<file path="config.mk">
export PLATFORM = sky130hd
export DESIGN_NAME = pump_run_supervisor
export DESIGN_NICKNAME = d
export VERILOG_FILES = /design/src/rtl/sec_countdown.v /design/src/rtl/pump_run_supervisor.v
export VERILOG_INCLUDE_DIRS = /design/src /design/src/rtl
export SDC_FILE = /design/constraint.sdc
export NUM_CORES = 1
export LEC_CHECK = 0
export BUFFER_PORTS_ARGS = -buffer_cell sky130_fd_sc_hd__clkbuf_2
export CAP_MARGIN = 20
export CELL_PAD_IN_SITES_DETAIL_PLACEMENT = 1
export CELL_PAD_IN_SITES_GLOBAL_PLACEMENT = 1
export CORE_ASPECT_RATIO = 0.8
export CORE_MARGIN = 8
export CORE_UTILIZATION = 37
export DETAILED_ROUTE_END_ITERATION = 10
export PLACE_DENSITY_LB_ADDON = 0.1
export SLEW_MARGIN = 10
export SYNTH_ARGS = -nofsm -noshare
export SYNTH_HDL_FRONTEND = slang
export SYNTH_SLANG_ARGS = --single-unit
</file>
<file path="constraint.sdc">
create_clock -name i_clk -period 3.2 [get_ports i_clk]
set_clock_uncertainty 0.1 [all_clocks]
set_input_delay 0.64 -clock i_clk [delete_from_list [all_inputs] [get_ports i_clk]]
set_output_delay 0.64 -clock i_clk [all_outputs]
set_load 0.02 [all_outputs]
</file>
<file path="src/rtl/pump_run_supervisor_defines.vh">
`ifndef PUMP_RUN_SUPERVISOR_DEFINES_VH
`define PUMP_RUN_SUPERVISOR_DEFINES_VH

// Clock and time base
`define CLK_HZ            20000000
`define SEC_CYCLES        (`CLK_HZ / 1)

// Restart delay times, minutes as set and seconds as counted
`define DELAY_DEF_MIN     3
`define DELAY_MID_MIN     10
`define DELAY_LONG_MIN    30
`define DELAY_CAP_MIN     14
`define OC_OFF_MIN        3
`define DELAY_DEF_S       (`DELAY_DEF_MIN * 60)
`define DELAY_MID_S       (`DELAY_MID_MIN * 60)
`define DELAY_LONG_S      (`DELAY_LONG_MIN * 60)
`define DELAY_CAP_S       (`DELAY_CAP_MIN * 60)
`define OC_OFF_S          (`OC_OFF_MIN * 60)
`define SEC_W             11

// Low-power check is blind this long after each start
`define LP_GRACE_S        5
// Seconds each screen stays up while cycling
`define DISP_STEP_S       4

// Switch positions (bit index into the switch bank)
`define SW_REMOTE_POL     0
`define SW_PROBE_POL      1
`define SW_DELAY_MID      2
`define SW_DELAY_LONG     3
`define SW_FREEZE         6

// Screen codes
`define SCR_SPLASH        3'h0
`define SCR_STATUS        3'h1
`define SCR_BUS           3'h2
`define SCR_SPEED         3'h3
`define SCR_DUTY          3'h4
`define SCR_POWER         3'h5

// Message codes on the status screen
`define MSG_NONE          2'h0
`define MSG_OVERCURRENT   2'h1
`define MSG_LOW_POWER     2'h2
`define MSG_REMOTE_HALT   2'h3

// Register byte offsets
`define REG_CTRL          4'h0
`define REG_STATUS        4'h4
`define REG_HOLD_EXT      4'h8
`define REG_REMAIN        4'hC

// Register fields and reset values
`define CTRL_RUN_EN_BIT   0
`define CTRL_RESET        1'h1
`define HOLD_EXT_W        10
`define HOLD_EXT_RESET    10'h000

`endif

</file>
<file path="src/rtl/sec_countdown.v">
`include "pump_run_supervisor_defines.vh"

module sec_countdown (
  // Clock and reset
  input  wire              i_clk,
  input  wire              i_arst_n,
  // Control
  input  wire              i_tick,
  input  wire              i_load,
  input  wire [`SEC_W-1:0] i_value,
  // State
  output reg               o_busy,
  output reg  [`SEC_W-1:0] o_remain
);

  always @(posedge i_clk or negedge i_arst_n) begin
    if (!i_arst_n) begin
      o_remain <= {`SEC_W{1'b0}};
      o_busy   <= 1'b0;
    end else if (i_load) begin
      o_remain <= i_value;
      o_busy   <= (i_value != {`SEC_W{1'b0}});
    end else if (i_tick && o_busy) begin
      o_remain <= o_remain - {{(`SEC_W-1){1'b0}}, 1'b1};
      o_busy   <= (o_remain != {{(`SEC_W-1){1'b0}}, 1'b1});
    end
  end

endmodule

</file>
<file path="src/rtl/pump_run_supervisor.v">
`include "pump_run_supervisor_defines.vh"

module pump_run_supervisor #(
  parameter SEC_CYCLES = `SEC_CYCLES
) (
  // Clock and reset
  input  wire        i_clk,
  input  wire        i_arst_n,
  // Avalon-MM slave
  input  wire [3:0]  i_address,
  input  wire        i_read,
  input  wire        i_write,
  input  wire [3:0]  i_byteenable,
  input  wire [31:0] i_writedata,
  output reg  [31:0] o_readdata,
  output reg         o_waitrequest,
  // Switches and terminals
  input  wire [7:0]  i_dip,
  input  wire        i_remote_sense_terminal_n,
  input  wire        i_water_probe_terminal_n,
  // Power stage measurements, low-power setpoint, duty command and duty maximum
  input  wire        i_overcurrent,
  input  wire [11:0] i_motor_power,
  input  wire [11:0] i_low_power_setpoint_knob,
  input  wire [7:0]  i_duty_cmd,
  input  wire [7:0]  i_duty_max,
  // Drive
  output reg         o_motor_en,
  output reg  [7:0]  o_duty,
  // Indicators and display
  output reg         o_run_led,
  output reg         o_remote_halt_indicator,
  output reg         o_low_output_shutdown_led,
  output reg         o_overcurrent_led,
  output reg  [2:0]  o_screen,
  output reg  [1:0]  o_message
);

  // Constants held at 32 bits, then cut to the width of their use
  localparam [31:0]       SEC_LAST_W   = SEC_CYCLES - 1;
  localparam [31:0]       LP_GRACE_W   = `LP_GRACE_S;
  localparam [31:0]       DISP_STEP_W  = `DISP_STEP_S;
  localparam [31:0]       DELAY_DEF_W  = `DELAY_DEF_S;
  localparam [31:0]       DELAY_MID_W  = `DELAY_MID_S;
  localparam [31:0]       DELAY_LONG_W = `DELAY_LONG_S;
  localparam [31:0]       DELAY_CAP_W  = `DELAY_CAP_S;
  localparam [31:0]       OC_OFF_W     = `OC_OFF_S;
  localparam [24:0]       SEC_LAST     = SEC_LAST_W[24:0];
  localparam [2:0]        LP_GRACE     = LP_GRACE_W[2:0];
  localparam [2:0]        DISP_STEP    = DISP_STEP_W[2:0];
  localparam [`SEC_W-1:0] DELAY_DEF    = DELAY_DEF_W[`SEC_W-1:0];
  localparam [`SEC_W-1:0] DELAY_MID    = DELAY_MID_W[`SEC_W-1:0];
  localparam [`SEC_W-1:0] DELAY_LONG   = DELAY_LONG_W[`SEC_W-1:0];
  localparam [`SEC_W-1:0] DELAY_CAP    = DELAY_CAP_W[`SEC_W-1:0];
  localparam [`SEC_W-1:0] OC_OFF       = OC_OFF_W[`SEC_W-1:0];

  reg  [24:0]           div_q;
  reg                   tick_q;
  reg                   run_en_q;
  reg  [`HOLD_EXT_W-1:0] hold_ext_q;
  reg                   lp_latch_q;
  reg  [2:0]            grace_q;
  reg                   started_q;
  reg                   splash_q;
  reg  [2:0]            disp_cnt_q;
  reg  [`SEC_W-1:0]     base_s;
  reg  [`SEC_W-1:0]     lim_s;
  reg  [`SEC_W:0]       sum_s;
  reg  [`SEC_W-1:0]     delay_s;
  reg  [31:0]           rd_mux;
  reg  [7:0]            duty_d;
  wire                  remote_grounded;
  wire                  probe_grounded;
  wire                  remote_stop;
  wire                  probe_stop;
  wire                  ext_stop;
  wire                  rs_busy;
  wire [`SEC_W-1:0]     rs_remain;
  wire                  oc_busy;
  wire [`SEC_W-1:0]     oc_remain;
  wire                  oc_trip;
  wire                  lp_trip;
  wire                  rs_hold;
  wire                  run_d;
  wire                  freeze;
  wire                  req;

  // One-second enable
  always @(posedge i_clk or negedge i_arst_n) begin
    if (!i_arst_n) begin
      div_q  <= 25'h0000000;
      tick_q <= 1'b0;
    end else if (div_q == SEC_LAST) begin
      div_q  <= 25'h0000000;
      tick_q <= 1'b1;
    end else begin
      div_q  <= div_q + 25'h0000001;
      tick_q <= 1'b0;
    end
  end

  assign remote_grounded = ~i_remote_sense_terminal_n;
  assign probe_grounded  = ~i_water_probe_terminal_n;
  assign remote_stop = i_dip[`SW_REMOTE_POL] ? ~remote_grounded : remote_grounded;
  assign probe_stop  = i_dip[`SW_PROBE_POL] ? ~probe_grounded : probe_grounded;
  assign ext_stop    = remote_stop | probe_stop;

  // Delay length from switches and extension
  always @* begin
    if (i_dip[`SW_DELAY_LONG]) begin
      base_s = DELAY_LONG;
    end else if (i_dip[`SW_DELAY_MID]) begin
      base_s = DELAY_MID;
    end else begin
      base_s = DELAY_DEF;
    end
    lim_s   = (base_s > DELAY_CAP) ? base_s : DELAY_CAP;
    sum_s   = {1'b0, base_s} + {{(`SEC_W+1-`HOLD_EXT_W){1'b0}}, hold_ext_q};
    delay_s = (sum_s > {1'b0, lim_s}) ? lim_s : sum_s[`SEC_W-1:0];
  end

  // reload while stopped, count after clear
  sec_countdown u_rs_delay (
    .i_clk    (i_clk),
    .i_arst_n (i_arst_n),
    .i_tick   (tick_q),
    .i_load   (ext_stop),
    .i_value  (delay_s),
    .o_busy   (rs_busy),
    .o_remain (rs_remain)
  );

  // hold until clear and delay expired
  assign rs_hold = ext_stop | rs_busy;

  assign oc_trip = i_overcurrent & o_motor_en;

  sec_countdown u_oc_off (
    .i_clk    (i_clk),
    .i_arst_n (i_arst_n),
    .i_tick   (tick_q),
    .i_load   (oc_trip),
    .i_value  (OC_OFF),
    .o_busy   (oc_busy),
    .o_remain (oc_remain)
  );

  // low output power check after grace
  assign lp_trip = o_motor_en & (grace_q == LP_GRACE) &
                   (i_motor_power < i_low_power_setpoint_knob);

  assign run_d = run_en_q & ~rs_hold & ~oc_busy & ~oc_trip & ~lp_latch_q & ~lp_trip;

  // duty capped by peak power maximum
  always @* begin
    if (!run_d) begin
      duty_d = 8'h00;
    end else if (i_duty_cmd > i_duty_max) begin
      duty_d = i_duty_max;
    end else begin
      duty_d = i_duty_cmd;
    end
  end

  // Drive, latch and indicators
  always @(posedge i_clk or negedge i_arst_n) begin
    if (!i_arst_n) begin
      o_motor_en                <= 1'b0;
      o_duty                    <= 8'h00;
      o_run_led                 <= 1'b0;
      o_remote_halt_indicator   <= 1'b0;
      o_low_output_shutdown_led <= 1'b0;
      o_overcurrent_led         <= 1'b0;
      o_message                 <= `MSG_NONE;
      lp_latch_q                <= 1'b0;
      grace_q                   <= 3'h0;
    end else begin
      o_motor_en <= run_d;
      o_duty     <= duty_d;
      o_run_led  <= run_d;
      if (lp_trip) begin
        lp_latch_q <= 1'b1;
      end
      if (!o_motor_en) begin
        grace_q <= 3'h0;
      end else if (tick_q && grace_q != LP_GRACE) begin
        grace_q <= grace_q + 3'h1;
      end
      o_remote_halt_indicator   <= rs_hold;
      o_low_output_shutdown_led <= lp_latch_q | lp_trip;
      o_overcurrent_led <= oc_busy | oc_trip;
      if (oc_busy || oc_trip) begin
        o_message <= `MSG_OVERCURRENT;
      end else if (lp_latch_q || lp_trip) begin
        o_message <= `MSG_LOW_POWER;
      end else if (rs_hold) begin
        o_message <= `MSG_REMOTE_HALT;
      end else begin
        o_message <= `MSG_NONE;
      end
    end
  end

  assign freeze = i_dip[`SW_FREEZE];

  // Display sequencing
  always @(posedge i_clk or negedge i_arst_n) begin
    if (!i_arst_n) begin
      started_q  <= 1'b0;
      splash_q   <= 1'b1;
      disp_cnt_q <= 3'h0;
      o_screen   <= `SCR_SPLASH;
    end else if (!started_q) begin
      // freeze switch caught after reset release
      started_q <= 1'b1;
      splash_q  <= freeze;
      o_screen  <= freeze ? `SCR_SPLASH : `SCR_STATUS;
    end else if (splash_q) begin
      if (!freeze) begin
        splash_q   <= 1'b0;
        disp_cnt_q <= 3'h0;
        o_screen   <= `SCR_STATUS;
      end
    end else if (!freeze && tick_q) begin
      if (disp_cnt_q == DISP_STEP - 3'h1) begin
        disp_cnt_q <= 3'h0;
        o_screen   <= (o_screen == `SCR_POWER) ? `SCR_STATUS : o_screen + 3'h1;
      end else begin
        disp_cnt_q <= disp_cnt_q + 3'h1;
      end
    end
  end

  // Register read data
  always @* begin
    rd_mux = 32'h00000000;
    if (i_address[1:0] == 2'h0) begin
      case ({i_address[3:2], 2'h0})
        `REG_CTRL: begin
          rd_mux[`CTRL_RUN_EN_BIT] = run_en_q;
        end
        `REG_STATUS: begin
          rd_mux[7:0] = {2'h0, lp_latch_q, oc_busy, rs_hold, probe_stop, remote_stop, o_motor_en};
        end
        `REG_HOLD_EXT: begin
          rd_mux[`HOLD_EXT_W-1:0] = hold_ext_q;
        end
        `REG_REMAIN: begin
          rd_mux = {5'h00, oc_remain, 5'h00, rs_remain};
        end
        default: begin
          rd_mux = 32'h00000000;
        end
      endcase
    end
  end

  assign req = i_read | i_write;

  // Avalon slave: one wait cycle, write lands on the release edge
  always @(posedge i_clk or negedge i_arst_n) begin
    if (!i_arst_n) begin
      o_waitrequest <= 1'b1;
      o_readdata    <= 32'h00000000;
      run_en_q      <= `CTRL_RESET;
      hold_ext_q    <= `HOLD_EXT_RESET;
    end else if (req && o_waitrequest) begin
      o_waitrequest <= 1'b0;
      o_readdata    <= rd_mux;
    end else begin
      o_waitrequest <= 1'b1;
      if (i_write && !o_waitrequest && i_address[1:0] == 2'h0) begin
        if ({i_address[3:2], 2'h0} == `REG_CTRL && i_byteenable[0]) begin
          run_en_q <= i_writedata[`CTRL_RUN_EN_BIT];
        end
        if ({i_address[3:2], 2'h0} == `REG_HOLD_EXT) begin
          if (i_byteenable[0]) begin
            hold_ext_q[7:0] <= i_writedata[7:0];
          end
          if (i_byteenable[1]) begin
            hold_ext_q[`HOLD_EXT_W-1:8] <= i_writedata[`HOLD_EXT_W-1:8];
          end
        end
      end
    end
  end

endmodule

</file>
==> flow_summary.yaml, run 1 <==
outcome:
  status: "complete, but fails checks"
  violations: "negative setup slack"
global_routing:
  gr-total-overflow: 0
  grt_max_degree: 46
  grt_pass1_wl_mm: 30.76
  grt_usage_pct: 17.87
  antenna_found_initial: 0
  first_global_vias: 5831
die:
  coreArea_sq_um: 16550
  die_w_microns: 161.6
  fp.dieH_microns: 132.5
  initial_core_util_pct: 37.90
  pin_count: 146
  rows: 42
  die_area_sq_um: 21400
synth:
  synth_cell_types: 64
  synth.top_cell.area_share_pct: 42.68
  synth-async-reset-ratio_pct: 100.0
  yosysWarnings: 0
  ys_seq_elements: 110
  synth_seq_area_share_pct: 43.94
  synth_ff_type: "dfrtp_1"
  syn-cell-area_sq_um: 6274
  synth_top_area_cell: "dfrtp_1"
  synth_cells: 644
  synth.area.top_cells: "dfrtp_1, ha_1, xnor2_1, nor2_1, nand2_1"
  synth_edf_count: 0
  synth_area_per_cell_sq_um: 9.741
finish:
  num-fill-cells: 1919
  syn_to_final_growth_pct: 26.21
  fin_nets: 939
  antennaDiodeCount: 0
  final_area_sq_um: 7918
  drive_above_1_share_pct: 27.88
drt:
  detail_route.wl_per_cell_microns: 18.23
  vias_per_cell: 5.202
  dr.pass1.iters: 4
  postRouteAntennaNets: 0
  dr_total_vias: 5342
  wirelength_mm: 18.72
  drc_errors: 0
  drt_iter0_markers: 252
critical_path:
  critPathSlowestCell: "fa_2"
  r2r_slack_ns: -0.36
  crit_path_end: "u_rs_delay.o_busy$_DFFE_PN0P_"
  critPathMostFrequentCell: "ha_4"
  critPathBufInv: 3
  setup.worst_path.end_class: "flip-flop"
  startpoint: "i_dip[3]"
  slowest_delay_ns: 0.37
  reg2reg_depth: 15
  worstReg2RegStart: "hold_ext_q[3]$_DFFE_PN0P_"
  worstPathRequired_ns: 3.34
  worst_ep_arrival_time_ns: 3.75
  critPathTopFamily: "compound AO/OA/AOI/OAI gates"
  worstPathMaxFanout: 4
  setup.worst_path.start_class: "primary input"
  cp.depth: 18
  crit_type: "in2reg"
  crit_chain: "clkbuf_16, nor2_4, ha_4, inv_2, fa_2, nor2b_4, o2111ai_2, and3_1, a211o_1, ha_4, and3_4, nand4_1, o41a_1, o21ai_4, buf_4, nand2b_4, o2111a_1, a21oi_1"
  r2r-end: "u_rs_delay.o_busy$_DFFE_PN0P_"
power:
  leakage_nw: 3.849
  power.density_nw_per_um2: 445.8
  intPower_mw: 2.437
  ir_drop_mv: 0.2680
  pwr-share-clk_pct: 31.8
  p_sw_share_pct: 30.96
  power_frac_seq_pct: 44.0
  switching_power_mw: 1.093
  combPwrFrac_pct: 24.2
clock_tree:
  cts_sinks: 110
  cts_buffers: 9
  clk_pin_slew_ns: 0.08
  cts.path.max_buffers: 2
  cts_tree: "built"
  insertion_delay_ns: 0.36
  htreeDepth: 3
  root_buffer: "clkbuf_16"
place:
  io_buffers: 108
  dp_hpwl_mm: 14.89
  gp_congestion: 0.8404
  dpl_cell_area_sq_um: 7377
timing:
  drv_slew: 0
  slew_headroom_pct: 45.05
  max_freq_mhz: 277.0
  worst_pin_slew_ns: 0.8234
  period_share_pct: 112.8
  fin_ws_ns: -0.4105
  hold_viol: 0
  period_needed_ns: 3.610
  setup_viol: 12
  rsz0062_at_grt: "true"
  fin_setup_tns_ns: -4.287
job:
  cap_viol_max_count: 0
hold_path:
  min_path_type: "in2async"
[Yosys cell counts (all sizes together) (17+ instances only)]
library cell and instances:
a21oi 27, dfrtp 107, ha 41, inv 42, nand2 50, nand3 21, nor2 59, o21ai 30
xnor2 30, xor2 17
[layout make-up]
type	count	area (sq um)	area share [%]
timing repair buffer	161	989.7	12.50
tap	220	275.3	3.477
sequential	110	2756	34.81
multi-input combinational	478	3438	43.43
clock buffer	10	239.0	3.018
inverter	42	157.7	1.991
clock inverter	6	61.31	0.7743
[cells in the final DEF, fill, tap and decap left out, drive strengths merged, types with 21 or more instances in the layout]
cell,n
clkbuf,117
dfrtp,107
nor2,59
buf,54
nand2,50
inv,45
ha,41
xnor2,30
o21ai,30
a21oi,27
nand3,21
[metrics by stage]
| stage | hold WS, ns | utilization, % | total power, mW | cells | setup slack (ns) |
|---|---|---|---|---|---|
| after global routing | 0.1935 | 47.83 | 3.729 | 1027 | -0.5246 |
| after global placement | 0.3618 | 44.57 | 2.302 | 1005 | -0.7618 |
| after detailed placement | 0.3667 | 44.57 | 2.333 | 1005 | -0.9667 |
| after floorplan | 0.2444 | - | 1.998 | 659 | -0.6075 |
| after CTS | 0.1772 | 47.44 | 3.527 | 1025 | -0.3492 |
| final | 0.1546 | 47.83 | 3.529 | 1027 | -0.4105 |
[sequential cells by signal, summed over array words and instances, names as in the netlist]
signal / flops
tick_q: 1
o_remote_halt_indicator: 1
grace_q: 3
u_rs_delay.o_remain: 11
u_oc_off.o_busy: 1
div_q: 25
o_overcurrent_led: 1
hold_ext_q: 10
started_q: 1
lp_latch_q: 1
disp_cnt_q: 3
u_rs_delay.o_busy: 1
o_run_led: 1
o_readdata: 22
o_waitrequest: 1
o_screen: 3
o_low_output_shutdown_led: 1
run_en_q: 1
u_oc_off.o_remain: 11
splash_q: 1
o_message: 2
o_duty: 8
[per-layer routing]
metal | wire, microns | global-route usage [%] | vias to the layer above
met1 | 8913 | 23.89 | 2634
met5 | 0 | 0 | -
met2 | 8350 | 27.75 | 131
met3 | 1179 | 5.735 | 23
li1 | - | - | 2554
met4 | 276 | 3.850 | 0
[worst min-delay path by stage]
stage                       start                                  to  cells after the start
4_1_cts                  i_arst_n  u_rs_delay.o_remain[6]$_DFFE_PN0P_                      1
2_1_floorplan            i_arst_n           disp_cnt_q[0]$_DFFE_PN0P_                      0
6_report                 i_arst_n  u_rs_delay.o_remain[6]$_DFFE_PN0P_                      1
3_5_place_dp   div_q[4]$_DFF_PN0_                  div_q[4]$_DFF_PN0_                      1
3_3_place_gp   div_q[4]$_DFF_PN0_                  div_q[4]$_DFF_PN0_                      1
5_1_grt                  i_arst_n  u_rs_delay.o_remain[6]$_DFFE_PN0P_                      1
[power groups by stage]
| stage | clock, mW | sequential [mW] | combinational, mW |
|---|---|---|---|
| 6_report | 1.12 | 1.55 | 0.853 |
| 3_5_place_dp | 0 | 1.57 | 0.759 |
| 5_1_grt | 1.22 | 1.57 | 0.940 |
| 3_3_place_gp | 0 | 1.57 | 0.729 |
| 4_1_cts | 1.16 | 1.55 | 0.821 |
| 2_1_floorplan | 0 | 1.56 | 0.434 |
[cells by family (layout without fill, tap and decap cells)]
logic type	after synthesis	after routing	synth area share (%)
buf+inv	71	219	5.106
fa+ha+maj	42	42	8.496
other cells	2	17	0.1197
mux	29	29	5.126
flops	110	110	43.94
compound gates	123	123	13.00
simple gates	220	220	17.65
xor+xnor	47	47	6.562
[what timing repair did]
action,in CTS,in global routing
pin swaps,17,3
setup endpoints to repair,12,12
hold buffers,0,0
buffers inserted,4,2
resized for setup,24,7
Power figures use the tool's default switching activity.
==> inputs of run 2 (changes only) <==
--- a/config.mk
+++ b/config.mk
@@ -14,7 +14,7 @@
 export CORE_MARGIN = 8
 export CORE_UTILIZATION = 37
 export DETAILED_ROUTE_END_ITERATION = 10
-export PLACE_DENSITY_LB_ADDON = 0.1
+export PLACE_DENSITY = 0.86
 export SLEW_MARGIN = 10
 export SYNTH_ARGS = -nofsm -noshare
 export SYNTH_HDL_FRONTEND = slang
==> run 2 against run 1 <==
The flow still finishes with violations (negative setup slack). Largest cell class unchanged. Flip-flop and latch count did not move. Sequential power is essentially flat. Worst setup slack got worse by 0.11 ns. Register-to-register slack got worse by 0.11 ns. Critical path depth up 4. Non-clock buffer count grew 12. Design area is 0.98% higher. Hold slack gained 0.022 ns. Clock power hardly changed. Critical path type unchanged. Sequential share of layout area down 0.34 points. Combinational power grew 12%. Final cell count is 1.2% higher.
==> flow_summary.yaml, run 2 (synthesis gave the netlist of run 1 again) <==
finish:
  post_layout_nonfiller_instances: 1039
  drive_above_1_share_pct: 29.06
  seq_area_sq_um: 2756
  layout_commonest_cell: "dfrtp_1"
  antennaDiodeCount: 0
  largest_registers: "div_q x25, o_readdata x22"
  final_util_pct: 48.30
  largest_reg_flops: 25
  num-fill-cells: 1925
  syn_to_final_growth_pct: 27.44
  fin_nets: 951
  final_cell_mix: "dfrtp_1, clkbuf_2, buf_4, nor2_1, nand2_1"
  regMostFlops: "div_q"
  multiInputGateArea_sq_um: 3431
critical_path:
  critPathTopFamily: "buffers and inverters"
  crit_type: "in2reg"
  reg2reg_depth: 20
  cp.depth: 22
  r2r_slack_ns: -0.47
  worstPathMaxFanout: 6
  critPathSlowestCell: "or3_1"
  setup.worst_path.end_class: "flip-flop"
  setup.worst_path.start_class: "primary input"
  slowest_delay_ns: 0.34
  worst_ep_arrival_time_ns: 3.91
  worstReg2RegStart: "hold_ext_q[2]$_DFFE_PN0P_"
  crit_chain: "clkbuf_8, nor2_4, inv_2, ha_4, and3_4, o31a_1, or3_1, o21ai_2, xnor2_1, buf_4, buf_4, buf_4, buf_4, buf_4, buf_4, buf_4, buf_4, buf_4, buf_4, buf_4, nand2b_1, o22ai_1"
  r2r-end: "u_rs_delay.o_remain[7]$_DFFE_PN0P_"
  critPathMostFrequentCell: "buf_4"
  worstPathRequired_ns: 3.39
  critPathBufInv: 13
global_routing:
  grt_usage_pct: 19.08
  gr-total-overflow: 0
  grt_pass1_wl_mm: 32.66
  first_global_vias: 6118
  grt_max_degree: 68
  antenna_found_initial: 0
drt:
  wirelength_mm: 20.70
  dr.pass1.iters: 4
  detail_route.wl_per_cell_microns: 19.92
  drt_iter0_markers: 244
  postRouteAntennaNets: 0
  drc_errors: 0
  vias_per_cell: 5.401
  dr_total_vias: 5612
clock_tree:
  clk_pin_slew_ns: 0.07
  cts.path.max_buffers: 2
  htreeDepth: 3
  ctsHoldBuffers: 0
  root_buffer: "clkbuf_16"
  cts_sinks: 110
  insertion_delay_ns: 0.37
  cts_tree: "built"
  cts_buffers: 9
die:
  die_w_microns: 161.6
  rows: 42
  fp.dieH_microns: 132.5
  coreArea_sq_um: 16550
  die_area_sq_um: 21400
  pin_count: 146
  initial_core_util_pct: 37.90
timing:
  period_needed_ns: 3.722
  fin_ws_ns: -0.5219
  period_share_pct: 116.3
  slew_headroom_pct: 43.56
  max_freq_mhz: 268.7
  setup_viol: 12
  hold_viol: 0
  worst_pin_slew_ns: 0.8457
  drv_slew: 0
  rsz0062_at_grt: "true"
place:
  place_inst: 1008
  io_buffers: 108
  pre_cts_ws_ns: -0.9509
  gp_congestion: 0.8946
  dp_hpwl_mm: 14.84
power:
  ir_drop_mv: 0.2198
  power.density_nw_per_um2: 453.0
  leakage_nw: 3.898
job:
  cap_viol_max_count: 0
outcome:
  violations: "negative setup slack"
  status: "complete, but fails checks"
hold_path:
  min_path_type: "in2async"
## run 2: changes by cell type in the layout (fill, tap and decap cells not counted), sizes merged
cell	delta
buf	+12
inv	-1
clkinvlp	+1
## run 2: final cells by class
cell class / count / share of cell area [%]
Timing Repair Buffer: 173 / 13.61
Tap cell: 220 / 3.443
Clock inverter: 6 / 0.5634
Clock buffer: 10 / 2.989
Sequential cell: 110 / 34.48
Multi-Input combinational cell: 478 / 42.91
Inverter: 42 / 2.003
## run 2: repair_timing
item | CTS | global route
setup buffers | 12 | 3
endpoints found under the setup margin | 12 | 12
pin swaps | 9 | 3
gates resized for setup | 21 | 12
## run 2: routing by layer
layer,vias up,track usage (%),wire length (microns)
met5,-,0,0
met4,0,7.290,629
met3,44,4.898,1290
met2,187,31.08,9650
met1,2802,23.88,9128
li1,2579,-,-
## run 2: report_power, final
| part | internal, mW | switching (mW) |
|---|---|---|
| clock network | 0.556 | 0.553 |
| logic | 0.459 | 0.499 |
| registers | 1.46 | 0.0951 |
## run 2: how the worst max path moves through the flow
stage | start | to
finish | i_dip[3] | u_rs_delay.o_remain[7]$_DFFE_PN0P_
global route | i_dip[3] | u_rs_delay.o_remain[7]$_DFFE_PN0P_
CTS | i_dip[2] | u_rs_delay.o_busy$_DFFE_PN0P_
detailed placement | i_dip[3] | u_rs_delay.o_remain[6]$_DFFE_PN0P_
global placement | i_dip[3] | u_rs_delay.o_remain[6]$_DFFE_PN0P_
floorplan | i_dip[3] | u_rs_delay.o_remain[6]$_DFFE_PN0P_
## run 2: metrics by stage
stage | cell area (sq um) | setup TNS [ns] | power, mW | hold WS [ns]
6_report | 7995 | -5.231 | 3.622 | 0.1770
5_1_grt | 7995 | -6.282 | 3.780 | 0.2137
4_1_cts | 7903 | -3.941 | 3.541 | 0.2001
3_5_place_dp | 7400 | -10.31 | 2.347 | 0.3744
2_1_floorplan | 6375 | -5.533 | 1.998 | 0.2444
3_3_place_gp | 7400 | -8.066 | 2.312 | 0.3583
